### config.mk
export PLATFORM = sky130hd
export DESIGN_NAME = pacc_core
export DESIGN_NICKNAME = d
export VERILOG_FILES = /design/src/pacc_pkg.sv /design/src/pacc_core.sv
export SDC_FILE = /design/constraint.sdc
export NUM_CORES = 1
export LEC_CHECK = 0
export BUFFER_PORTS_ARGS = -buffer_cell sky130_fd_sc_hd__clkbuf_2
export CAP_MARGIN = 20
export CORE_MARGIN = 1.5
export CORE_UTILIZATION = 40
export DETAILED_ROUTE_END_ITERATION = 8
export GPL_ROUTABILITY_DRIVEN = 0
export GPL_TIMING_DRIVEN = 0
export HOLD_SLACK_MARGIN = 0.15
export PLACE_DENSITY_LB_ADDON = 0.08
export SLEW_MARGIN = 10
export SYNTH_ARGS = -nofsm -noshare
export SYNTH_HDL_FRONTEND = slang
export SYNTH_SLANG_ARGS = --single-unit
### constraint.sdc
create_clock -name clock -period 1.9 [get_ports clock]
set_clock_uncertainty 0.05 [all_clocks]
set_input_delay 0.57 -clock clock [delete_from_list [all_inputs] [get_ports clock]]
set_output_delay 0.57 -clock clock [all_outputs]
set_load 0.005 [all_outputs]
### src/pacc_pkg.sv
/*
 * Constants and types for the pager address code converter.
 * Assumes a single clock domain; the package is imported whole by the core.
 */
package pacc_pkg;
   // ------------------------------------------------------------------
   // user address ranges (decimal, inclusive upper bounds)
   // ------------------------------------------------------------------
   localparam int unsigned ADDR_W = 33;
   localparam logic [32:0] SHORT_HI    = 33'd1933312;
   localparam logic [32:0] ILL1_HI     = 33'd1998848;
   localparam logic [32:0] RSV1_HI     = 33'd2009087;
   localparam logic [32:0] SPEC_HI     = 33'd2029599;
   localparam logic [32:0] RSV2_HI     = 33'd2031614;
   localparam logic [32:0] ILL2_HI     = 33'd2101248;
   localparam logic [32:0] L12_HI      = 33'd1075843072;
   localparam logic [32:0] L13_HI      = 33'd2149584896;
   localparam logic [32:0] L14_HI      = 33'd3223326720;
   localparam logic [32:0] L23_CTRY_HI = 33'd3923326750;
   localparam logic [32:0] L23_RSV_HI  = 33'd4280000000;
   localparam logic [32:0] L23_HI      = 33'd4291000000;
   // ------------------------------------------------------------------
   // codeword arithmetic
   // ------------------------------------------------------------------
   localparam int unsigned WORD_W = 21;
   localparam int unsigned MOD_W  = 15;
   localparam logic [32:0] LONG1_BASE = 33'h0_001F_9001;
   localparam logic [32:0] LONG23_BASE = 33'h0_001F_8FFF;
   localparam logic [20:0] SHORT_OFS  = 21'h00_8000;
   localparam logic [20:0] WORD_ONE   = 21'h00_0001;
   localparam logic [20:0] UP12_BASE  = 21'h1F_FFFF;
   localparam logic [20:0] UP13_BASE  = 21'h1D_8000;
   localparam logic [20:0] LO23_BASE  = 21'h1F_7FFF;
   localparam logic [20:0] UP23_BASE  = 21'h1C_8000;
   // ------------------------------------------------------------------
   // codeword classification bounds (inclusive upper)
   // ------------------------------------------------------------------
   localparam logic [20:0] CW_IDLE0  = 21'h00_0000;
   localparam logic [20:0] CW_L1_HI  = 21'h00_8000;
   localparam logic [20:0] CW_S_HI   = 21'h1E_0000;
   localparam logic [20:0] CW_L3_HI  = 21'h1E_8000;
   localparam logic [20:0] CW_L4_HI  = 21'h1F_0000;
   localparam logic [20:0] CW_SS_HI  = 21'h1F_7FFE;
   localparam logic [20:0] CW_IDLE1  = 21'h1F_FFFF;
   // ------------------------------------------------------------------
   // code types: 0..11 standard rule (A..L), 12..17 explicit (U..Z)
   // ------------------------------------------------------------------
   localparam logic [4:0] TYPE_A = 5'h00;
   localparam logic [4:0] TYPE_I = 5'h08;
   localparam logic [4:0] TYPE_U = 5'h0C;
   localparam logic [4:0] TYPE_Y = 5'h10;
   localparam logic [4:0] TYPE_Z = 5'h11;
   localparam logic [2:0] COLLAPSE_MAX = 3'h5;

   typedef enum logic [2:0] {
      PACC_CW_IDLE, PACC_CW_LONG1, PACC_CW_SHORT, PACC_CW_LONG3,
      PACC_CW_LONG4, PACC_CW_SPECIAL, PACC_CW_LONG2
   } pacc_cw_class_t;

   typedef enum logic [2:0] {
      PACC_AC_ILLEGAL, PACC_AC_SHORT, PACC_AC_L12, PACC_AC_L13,
      PACC_AC_L14, PACC_AC_L23
   } pacc_addr_class_t;

   typedef enum logic { PACC_SER_IDLE, PACC_SER_SHIFT } pacc_ser_state_t;
endpackage

### src/pacc_core.sv
/*
 * Pager address code converter: user address and code type in, address
 * codewords, phase, base frame and error out, plus an LSB-first
 * serialiser and a codeword range classifier.
 * Assumes the requesting logic runs on the same clock as this block.
 */
`timescale 1ns/1ns
`default_nettype none

// Functional notes
// address words are 21 bits wide
// address range selects the conversion formula
// short word is address plus 8000 hex
// long address gives lower then upper word
// long 1-x lower is 1 plus remainder
// set 1-2 upper counts down from 1FFFFF
// sets 1-3, 1-4 upper from 1D8000 up
// set 2-3 words from 1F7FFF and 1C8000
// lowest set 1-2 address gives 1FFFFE
// words leave least significant bit first
// short and long 1-x address ranges classified
// long 2-3 address range classified
// zero, gaps and reserved ranges flagged
// sets 2-4 and 3-4 never produced
// words 000000 and 1FFFFF are idle
// codewords classified by value range
// phase is address minus offset, div 4 mod 4
// frame is address minus offset, div 16 mod 128
// phase numbers 0..3 mean phases A..D
// offsets 0..3 within each four types
// U..X fixed phase, Y any, Z all
// host gives frame 0..127 and collapse 0..5
// all-phase code types rejected
// collapse b means every 2^b frames
// results and done one cycle after valid
// error flag set and words suppressed
module pacc_core
   import pacc_pkg::*;
(
   input  wire logic              clock,
   input  wire logic              rst_n,
   input  wire logic              req_valid,
   input  wire logic [32:0]       req_addr,
   input  wire logic [4:0]        req_type,
   input  wire logic [6:0]        req_frame,
   input  wire logic [2:0]        req_collapse,
   input  wire logic [20:0]       cw_in,
   output logic                   done,
   output logic                   err,
   output logic                   is_long,
   output logic [20:0]            word_lo,
   output logic [20:0]            word_hi,
   output logic [1:0]             phase,
   output logic                   any_phase,
   output logic [6:0]             frame,
   output logic [2:0]             collapse,
   output logic [7:0]             frame_step,
   output pacc_cw_class_t         cw_class,
   output logic                   ser_valid,
   output logic                   ser_bit,
   output logic                   ser_last
);
   // ------------------------------------------------------------------
   // range decode and arithmetic
   // ------------------------------------------------------------------
   pacc_addr_class_t ac;
   logic [32:0]      d1;
   logic [32:0]      d2;
   logic [32:0]      a_off;
   logic [20:0]      lo1;
   logic [20:0]      up12;
   logic [20:0]      up13;
   logic [20:0]      lo23;
   logic [20:0]      up23;
   logic [20:0]      wshort;
   logic             std_type;
   logic             xpl_type;
   logic             all_type;
   logic             type_bad;

   always_comb begin
      // special short ranges convert like ordinary short ones
      if (req_addr == 33'h0_0000_0000)  ac = PACC_AC_ILLEGAL;
      else if (req_addr <= SHORT_HI)    ac = PACC_AC_SHORT;
      else if (req_addr <= RSV1_HI)     ac = PACC_AC_ILLEGAL;
      else if (req_addr <= SPEC_HI)     ac = PACC_AC_SHORT;
      else if (req_addr <= ILL2_HI)     ac = PACC_AC_ILLEGAL;
      else if (req_addr <= L12_HI)      ac = PACC_AC_L12;
      else if (req_addr <= L13_HI)      ac = PACC_AC_L13;
      else if (req_addr <= L14_HI)      ac = PACC_AC_L14;
      else if (req_addr <= L23_CTRY_HI) ac = PACC_AC_L23;
      else if (req_addr <= L23_RSV_HI)  ac = PACC_AC_ILLEGAL;
      else if (req_addr <= L23_HI)      ac = PACC_AC_L23;
      else                              ac = PACC_AC_ILLEGAL;
   end

   assign d1     = req_addr - LONG1_BASE;
   assign d2     = req_addr - LONG23_BASE;
   assign wshort = req_addr[20:0] + SHORT_OFS;
   assign lo1    = {6'h00, d1[14:0]} + WORD_ONE;
   assign up12   = UP12_BASE - {3'h0, d1[32:15]};
   assign up13   = UP13_BASE + {3'h0, d1[32:15]};
   assign lo23   = LO23_BASE + {6'h00, d2[14:0]};
   assign up23   = UP23_BASE + {3'h0, d2[32:15]};

   assign std_type = (req_type < TYPE_U);
   assign xpl_type = (req_type >= TYPE_U) && (req_type <= TYPE_Z);
   assign all_type = ((req_type >= TYPE_I) && (req_type < TYPE_U))
                     || (req_type == TYPE_Z);
   assign type_bad = !(std_type || xpl_type) || all_type
                     || (xpl_type && (req_collapse > COLLAPSE_MAX));
   // offset is the low two bits of the type within each group of four
   assign a_off    = req_addr - {31'h0, req_type[1:0]};

   // ------------------------------------------------------------------
   // result registers
   // ------------------------------------------------------------------
   logic        done_reg, done_next;
   logic        err_reg, err_next;
   logic        long_reg, long_next;
   logic [20:0] lo_reg, lo_next;
   logic [20:0] hi_reg, hi_next;
   logic [1:0]  ph_reg, ph_next;
   logic        anyp_reg, anyp_next;
   logic [6:0]  fr_reg, fr_next;
   logic [2:0]  col_reg, col_next;
   logic [7:0]  step_reg, step_next;
   pacc_cw_class_t cwc_reg, cwc_next;

   always_comb begin
      done_next = req_valid;
      err_next  = err_reg;
      long_next = long_reg;
      lo_next   = lo_reg;
      hi_next   = hi_reg;
      ph_next   = ph_reg;
      anyp_next = anyp_reg;
      fr_next   = fr_reg;
      col_next  = col_reg;
      step_next = step_reg;
      if (req_valid) begin
         err_next  = (ac == PACC_AC_ILLEGAL) || type_bad;
         long_next = 1'b0;
         lo_next   = 21'h00_0000;
         hi_next   = 21'h00_0000;
         case (ac)
            PACC_AC_SHORT: lo_next = wshort;
            PACC_AC_L12: begin
               long_next = 1'b1;
               lo_next   = lo1;
               hi_next   = up12;
            end
            PACC_AC_L13, PACC_AC_L14: begin
               long_next = 1'b1;
               lo_next   = lo1;
               hi_next   = up13;
            end
            PACC_AC_L23: begin
               long_next = 1'b1;
               lo_next   = lo23;
               hi_next   = up23;
            end
            default: long_next = 1'b0;
         endcase
         if (err_next) begin
            long_next = 1'b0;
            lo_next   = 21'h00_0000;
            hi_next   = 21'h00_0000;
         end
         col_next  = req_collapse;
         step_next = 8'h01 << req_collapse;
         if (std_type) begin
            ph_next   = a_off[3:2];
            fr_next   = a_off[10:4];
            anyp_next = (req_type >= 5'h04);
         end else begin
            // explicit types carry the frame from the host
            ph_next   = 2'(req_type - TYPE_U);
            fr_next   = req_frame;
            anyp_next = (req_type >= TYPE_Y);
         end
      end
   end

   // codeword classifier runs every cycle on its own input
   always_comb begin
      if (cw_in == CW_IDLE0 || cw_in == CW_IDLE1) cwc_next = PACC_CW_IDLE;
      else if (cw_in <= CW_L1_HI)                cwc_next = PACC_CW_LONG1;
      else if (cw_in <= CW_S_HI)                 cwc_next = PACC_CW_SHORT;
      else if (cw_in <= CW_L3_HI)                cwc_next = PACC_CW_LONG3;
      else if (cw_in <= CW_L4_HI)                cwc_next = PACC_CW_LONG4;
      else if (cw_in <= CW_SS_HI)                cwc_next = PACC_CW_SPECIAL;
      else                                       cwc_next = PACC_CW_LONG2;
   end

   always_ff @(posedge clock or negedge rst_n) begin
      if (!rst_n) begin
         done_reg <= 1'b0;
         err_reg  <= 1'b0;
         long_reg <= 1'b0;
         lo_reg   <= 21'h00_0000;
         hi_reg   <= 21'h00_0000;
         ph_reg   <= 2'h0;
         anyp_reg <= 1'b0;
         fr_reg   <= 7'h00;
         col_reg  <= 3'h0;
         step_reg <= 8'h01;
         cwc_reg  <= PACC_CW_IDLE;
      end else begin
         done_reg <= done_next;
         err_reg  <= err_next;
         long_reg <= long_next;
         lo_reg   <= lo_next;
         hi_reg   <= hi_next;
         ph_reg   <= ph_next;
         anyp_reg <= anyp_next;
         fr_reg   <= fr_next;
         col_reg  <= col_next;
         step_reg <= step_next;
         cwc_reg  <= cwc_next;
      end
   end

   // ------------------------------------------------------------------
   // LSB-first serialiser
   // ------------------------------------------------------------------
   // a new good result is ignored while a stream is running; only the idle state loads one
   pacc_ser_state_t st_reg, st_next;
   logic [41:0]     sh_reg, sh_next;
   logic [5:0]      cnt_reg, cnt_next;
   logic            sv_reg, sv_next;
   logic            sb_reg, sb_next;
   logic            sl_reg, sl_next;

   always_comb begin
      st_next  = st_reg;
      sh_next  = sh_reg;
      cnt_next = cnt_reg;
      sv_next  = 1'b0;
      sb_next  = sb_reg;
      sl_next  = 1'b0;
      case (st_reg)
         PACC_SER_IDLE: begin
            if (done_reg && !err_reg) begin
               sh_next  = {hi_reg, lo_reg};
               cnt_next = long_reg ? 6'h29 : 6'h14;
               st_next  = PACC_SER_SHIFT;
            end
         end
         PACC_SER_SHIFT: begin
            sv_next  = 1'b1;
            sb_next  = sh_reg[0];
            sh_next  = {1'b0, sh_reg[41:1]};
            sl_next  = (cnt_reg == 6'h00);
            cnt_next = cnt_reg - 6'h01;
            if (cnt_reg == 6'h00) st_next = PACC_SER_IDLE;
         end
         default: st_next = PACC_SER_IDLE;
      endcase
   end

   always_ff @(posedge clock or negedge rst_n) begin
      if (!rst_n) begin
         st_reg  <= PACC_SER_IDLE;
         sh_reg  <= 42'h000_0000_0000;
         cnt_reg <= 6'h00;
         sv_reg  <= 1'b0;
         sb_reg  <= 1'b0;
         sl_reg  <= 1'b0;
      end else begin
         st_reg  <= st_next;
         sh_reg  <= sh_next;
         cnt_reg <= cnt_next;
         sv_reg  <= sv_next;
         sb_reg  <= sb_next;
         sl_reg  <= sl_next;
      end
   end

   assign done = done_reg;
   assign err = err_reg;
   assign is_long = long_reg;
   assign word_lo = lo_reg;
   assign word_hi = hi_reg;
   assign phase = ph_reg;
   assign any_phase = anyp_reg;
   assign frame = fr_reg;
   assign collapse = col_reg;
   assign frame_step = step_reg;
   assign cw_class = cwc_reg;
   assign ser_valid = sv_reg;
   assign ser_bit = sb_reg;
   assign ser_last = sl_reg;
endmodule // pacc_core

`default_nettype wire

* After elaboration in Yosys (flattened, before gate mapping)
Cells that the tools add are included.
** Storage, ports and cells
- Register bits :: 121
- Input port bits :: 72
- Output and inout port bits :: 72
- Word-level logic and storage cells :: 115
** Cells by class
- Add/sub/neg operators :: 11
- Order comparisons :: 22
- Equality and inequality tests :: 8
- Shift-type cells :: 1
- Multiplexer cells :: 36
- Bitwise gates (word level) :: 1
- Reduce and logical (&&, ||, !) cells :: 19
** Operator list (number)
- <= comparator 33 x 32 -> 1 bit (second input constant) :: 5
- one-hot mux 21 bit (3 select lines) :: 2
- <= comparator 33 x 21 -> 1 bit (second input constant) :: 3
- <= comparator 21 bit (second input constant) :: 4
- one-hot mux 42 bit (2 select lines) :: 1
- subtractor 33 x 21 -> 33 bit (second input constant) :: 2
- 2-to-1 mux 3 bit :: 15
- 2-to-1 mux 21 bit :: 2
- 2-to-1 mux 42 bit :: 1
- adder 19 x 19 -> 20 bit (first input constant) :: 2
- <= comparator 33 x 22 -> 1 bit (second input constant) :: 1
- <= comparator 33 x 31 -> 1 bit (second input constant) :: 1
- logical NOT 33 bit :: 1
- adder 21 x 16 -> 21 bit (second input constant) :: 1
- == test 21 bit (second input constant) :: 1
- <= comparator 21 x 16 -> 1 bit (second input constant) :: 1
- logical NOT 21 bit :: 1
- subtractor 1 x 19 -> 20 bit (first input constant) :: 1
- adder 17 x 16 -> 18 bit (first input constant) :: 1
- adder 15 x 1 -> 16 bit (second input constant) :: 1
- 2-to-1 mux 6 bit :: 2
- one-hot mux 6 bit (2 select lines) :: 1
- subtractor 11 x 2 -> 11 bit :: 1
- greater-or-equal comparator 5 x 4 -> 1 bit (second input constant) :: 2
- 26 further kinds :: 45

* Longest topological paths before layout
- Word-level depth :: 16
- Depth in mapped cells :: 15
- Gate-level depth less buffers :: 13

* Worst setup path after synthesis
OpenSTA, ideal clock, no wires.
- Kind :: input to register
- Start point :: input port req_addr[0]
- End point :: register lo_reg[13], in the netlist word_lo[13]
- Library setup time :: 0.148 ns
- Arrival time :: 3.648 ns
- Data required time :: 1.702 ns
- Slack :: -1.946 ns
- Cell stages on the path :: 13
- Path buffers :: 2
- Cell sequence :: clkbuf_1 > clkbuf_1 > inv_1 > ha_1 > or2_2 > o32ai_1 > o211ai_1 > nor3_1 > nand2_1 > a21oi_1 > nor2b_1 > a2111oi_0 > a2111oi_2
** On the way
- Longest elaborated chain between the ends :: 16
** Ends and longest elaborated chain
- from (decl) :: line pacc_core.sv:43 : input wire logic [32:0] req_addr,
- <= comparator 33 x 32 -> 1 bit :: line pacc_core.sv:93 : else if (req_addr <= L23_HI) ac = PACC_AC_L23;
- 2-to-1 mux 3 bit :: line pacc_core.sv:93
- 2-to-1 mux 3 bit :: line pacc_core.sv:92 : else if (req_addr <= L23_RSV_HI) ac = PACC_AC_ILLEGAL;
- 2-to-1 mux 3 bit :: line pacc_core.sv:91 : else if (req_addr <= L23_CTRY_HI) ac = PACC_AC_L23;
- 2-to-1 mux 3 bit :: line pacc_core.sv:90 : else if (req_addr <= L14_HI) ac = PACC_AC_L14;
- 2-to-1 mux 3 bit :: line pacc_core.sv:89 : else if (req_addr <= L13_HI) ac = PACC_AC_L13;
- 2-to-1 mux 3 bit :: line pacc_core.sv:88 : else if (req_addr <= L12_HI) ac = PACC_AC_L12;
- 2-to-1 mux 3 bit :: line pacc_core.sv:87 : else if (req_addr <= ILL2_HI) ac = PACC_AC_ILLEGAL;
- 2-to-1 mux 3 bit :: line pacc_core.sv:86 : else if (req_addr <= SPEC_HI) ac = PACC_AC_SHORT;
- 2-to-1 mux 3 bit :: line pacc_core.sv:85 : else if (req_addr <= RSV1_HI) ac = PACC_AC_ILLEGAL;
- 2-to-1 mux 3 bit :: line pacc_core.sv:84 : else if (req_addr <= SHORT_HI) ac = PACC_AC_SHORT;
- 2-to-1 mux 3 bit :: line pacc_core.sv:83 : if (req_addr == 33'h0_0000_0000) ac = PACC_AC_ILLEGAL;
- == test 3 x 2 -> 1 bit or == test 3 bit (tied branches) :: line pacc_core.sv:146 : case (ac)
- OR reduction 3 bit (no line)
- one-hot mux 21 bit (3 select lines) :: line pacc_core.sv:146
- 2-to-1 mux 21 bit (*) :: line pacc_core.sv:165 : if (err_next) begin
- to (signal assigned) :: line pacc_core.sv:213 : lo_reg <= lo_next;
- to (decl) :: line pacc_core.sv:121 : logic [20:0] lo_reg, lo_next;
Mark *: on every way between the ends. The rest lies on a longest branch, timed or not.
A chain may end at the register's enable or synchronous reset.

* Worst setup path in the final report
- Start point :: input port req_addr[0]
- End point :: register hi_reg[17], in the netlist word_hi[17]
** On the way
- Longest elaborated chain between the ends :: 16
** Ends and longest elaborated chain
- <= comparator 33 x 32 -> 1 bit :: line pacc_core.sv:93
- 2-to-1 mux 3 bit :: line pacc_core.sv:93
- 2-to-1 mux 3 bit :: line pacc_core.sv:92
- 2-to-1 mux 3 bit :: line pacc_core.sv:91
- 2-to-1 mux 3 bit :: line pacc_core.sv:90
- 2-to-1 mux 3 bit :: line pacc_core.sv:89
- 2-to-1 mux 3 bit :: line pacc_core.sv:88
- 2-to-1 mux 3 bit :: line pacc_core.sv:87
- 2-to-1 mux 3 bit :: line pacc_core.sv:86
- 2-to-1 mux 3 bit :: line pacc_core.sv:85
- 2-to-1 mux 3 bit :: line pacc_core.sv:84
- 2-to-1 mux 3 bit :: line pacc_core.sv:83
- == test 3 x 2 -> 1 bit or == test 3 bit (tied branches) :: line pacc_core.sv:146
- OR reduction 2 bit
- one-hot mux 21 bit (3 select lines) :: line pacc_core.sv:146
- 2-to-1 mux 21 bit (*) :: line pacc_core.sv:165
- to (signal assigned) :: line pacc_core.sv:214 : hi_reg <= hi_next;
- to (decl) :: line pacc_core.sv:122 : logic [20:0] hi_reg, hi_next;
Marks and branches as above.

==> impl_metrics.yaml <==
layout:
  synthToLayoutAreaGrowth_pct: 42.34
  fin_nets: 1347
  diodes: 0
  final_cell_area_mm2: 0.01252
  drive_gt1_frac: 0.3804
  largest_reg_flops: 42
min_path:
  min_path_type: "in -> reg"
synth:
  ys_seq_elements: 120
  yosys_warnings: 0
  ys_seq_area_frac: 0.3415
  synth_area_leader_cell: "dfrtp_1"
  synth.area.top_cells: "dfrtp_1 (34%), mux2i_1 (5.0%), nand2_1 (4.5%)"
  synth_nets: 1121
  async_flop_share: 1.000
  syn_inst: 1036
  synth_edf_count: 0
  synth_top_area_share: 0.3385
  synthesis.area_mm2: 0.008797
  ys.flop_type: "dfrtp_1"
  synth.distinct_cells: 87
  synth.avg_cell_area_um2: 8.491
outcome:
  violations: "setup timing"
  status: "finished, violations left"
setup_path:
  critPathMaxFanout: 5
  critPathBufInv: 4
  worstPathRequired_ns: 2.15
  crit_chain: "clkbuf_16 -> or3_4 -> or4_4 -> or4b_4 -> nand2_4 -> mux2i_4 -> buf_6 -> o21ai_4 -> buf_8 -> buf_8 -> a221oi_4 -> o2bb2ai_1"
  crit_top_cell: "buf_8"
  path_delay_family: "simple AND/OR/NAND/NOR gates"
  path_class: "in -> reg"
  slowest_stage: "or4b_4"
  end_kind: "register"
  startpoint_type: "input pin"
  cp.arrival_ns: 3.46
  max_stage_delay_ns: 0.56
sta:
  fin_crit_sh: 1.688
  rsz0062_at_grt: "true"
  hold_violations: 0
  setup_viol: 49
  worst_pin_slew_ns: 0.9218
  tns_ns: -51.88
  slew_headroom: 0.3855
  fmaxAchievable_mhz: 311.8
  finalMaxSlewViolations: 0
  fin_crit_ns: 3.208
  setup_ws_ns: -1.308
route:
  ant_nets: 0
  drt-initial-drc-count: 635
  drcViolationCount: 0
  wirelength_um: 30970
  wl_per_cell_um: 19.92
  dr.pass1.iters: 5
  vias: 9310
  vias_per_cell: 5.987
place:
  place_area_mm2: 0.01020
  hpwl_um: 21650
  io_buffers: 132
  dp_slack_ns: -2.365
clocking:
  cts_tree: "yes"
  cts_max_path_buffers: 2
  cts.sinks: 120
  insertion_delay_ns: 0.42
  clk_pin_slew_ns: 0.06
  cts_root_buf: "clkbuf_16"
  h-tree-depth: 4
  numCtsBuffers: 17
power:
  ir_drop_v: 0.0004785
  leakagePower_nw: 5.478
  power.density_mw_per_mm2: 751.4
global_routing:
  grt_max_degree: 82
  grt-ovfl-total: 0
  grt_pass1_vias: 8654
  antenna_found_initial: 0
  grt_first_pass_wirelength_um: 47530
  grtUsageTotal: 0.2685
floorplanning:
  initial_utilization: 0.4056
  fp-row-count: 54
  die_h_um: 151.3
  top_level_ports: 144
  placeableCoreArea_mm2: 0.02169
  die_x_um: 151.3
  fp.dieArea_mm2: 0.02289
flow_run:
  cap_viol_max_count: 0
-- power by group --
part	internal, mW	total (mW)	switching (mW)
clock	1.94	3.17	1.24
combinational	1.24	2.83	1.59
sequential	3.07	3.41	0.340
-- repair_timing --
| action | in CTS | in global routing |
|---|---|---|
| gates resized for setup | 142 | 144 |
| pin swaps | 40 | 49 |
| hold buffers | 1 | 0 |
| setup buffers | 38 | 35 |
| cloned | 4 | 0 |
| setup endpoints to repair | 102 | 77 |
| hold endpoints to repair | 39 | 0 |
-- per-stage QoR --
step,cells,hold WS (ns),total power [mW],util
6_report,1555,0.2643,9.409,0.5774
2_1_floorplan,1036,0.2244,5.005,-
5_1_grt,1555,0.2499,9.920,0.5774
3_5_place_dp,1450,0.3307,5.829,0.4703
4_1_cts,1523,0.2407,9.279,0.5404
3_3_place_gp,1448,0.3100,5.785,0.4684
-- layout by cell type, fill, tap and decap left out, drive strengths merged, types with 6 or more instances in the layout --
cell	n
buf	112
o211ai	8
ha	13
a21o	9
clkbuf	202
mux2	9
o21ai	65
a21oi	50
mux2i	45
nor3	32
nand2	106
nand2b	12
o2bb2ai	36
dfrtp	119
a211oi	20
inv	32
o221ai	8
or2	7
or4	10
xor2	25
or3	9
a211o	6
o41ai	6
nand4	27
and2	6
a221oi	11
o22ai	10
o21a	7
nor4	19
nor2	71
and3	14
xnor2	36
nand3	27
-- synth_stat cells, types with 19 or more instances --
cell type	instances
a211oi_1	20
nor4_1	19
clkbuf_1	59
nand2_1	105
nor3_1	32
xnor2_1	36
mux2i_1	44
o2bb2ai_1	36
o21ai_0	63
inv_1	30
nand3_1	27
dfrtp_1	119
nand4_1	27
nor2_1	69
xor2_1	25
a21oi_1	50
-- logic make-up (layout without fill, tap and decap cells) --
| family | after synthesis | count (layout) | share of synthesized area |
|---|---|---|---|
| fa+ha+maj | 13 | 13 | 0.01849 |
| mux | 54 | 54 | 0.06315 |
| xor+xnor | 61 | 61 | 0.06073 |
| simple gates | 368 | 368 | 0.2131 |
| buf+inv | 120 | 359 | 0.05817 |
| compound gates | 300 | 300 | 0.2449 |
| flops | 120 | 120 | 0.3415 |
-- per-layer routing --
metal | wire length, µm | global-route usage | up-vias
met5 | 0 | 0 | -
met4 | 554 | 0.07233 | 0
met3 | 1937 | 0.03976 | 47
met2 | 14060 | 0.4080 | 386
met1 | 14420 | 0.3950 | 4558
li1 | - | - | 4319
-- path summary, 6_finish.rpt --
kind / startpoint / cells past startpoint / to / slack, ns
min reg2reg: st_reg$_DFF_PN0_ / 0 / ser_valid$_DFF_PN0_ / 0.34
min in group asynchronous: rst_n / 2 / ser_valid$_DFF_PN0_ / 0.57
max in group asynchronous: rst_n / 3 / frame_step[0]$_DFFE_PN1P_ / 0.52
min: req_valid / 1 / done$_DFF_PN0_ / 0.26
max reg2reg: st_reg$_DFF_PN0_ / 4 / sh_reg[29]$_DFFE_PN0P_ / 0.14
max: req_addr[0] / 12 / word_hi[17]$_DFFE_PN0P_ / -1.31
-- final cells by class --
type | instances | area, µm²
Fill cell | 1984 | 9166
Sequential cell | 120 | 3004
Timing Repair Buffer | 212 | 1468
Tap cell | 280 | 350.3
Multi-Input combinational cell | 796 | 6409
Clock inverter | 14 | 148.9
Clock buffer | 18 | 429.2
Inverter | 30 | 116.4
Buffer | 85 | 596.8
Note: power is estimated with default switching activity, not from simulation.
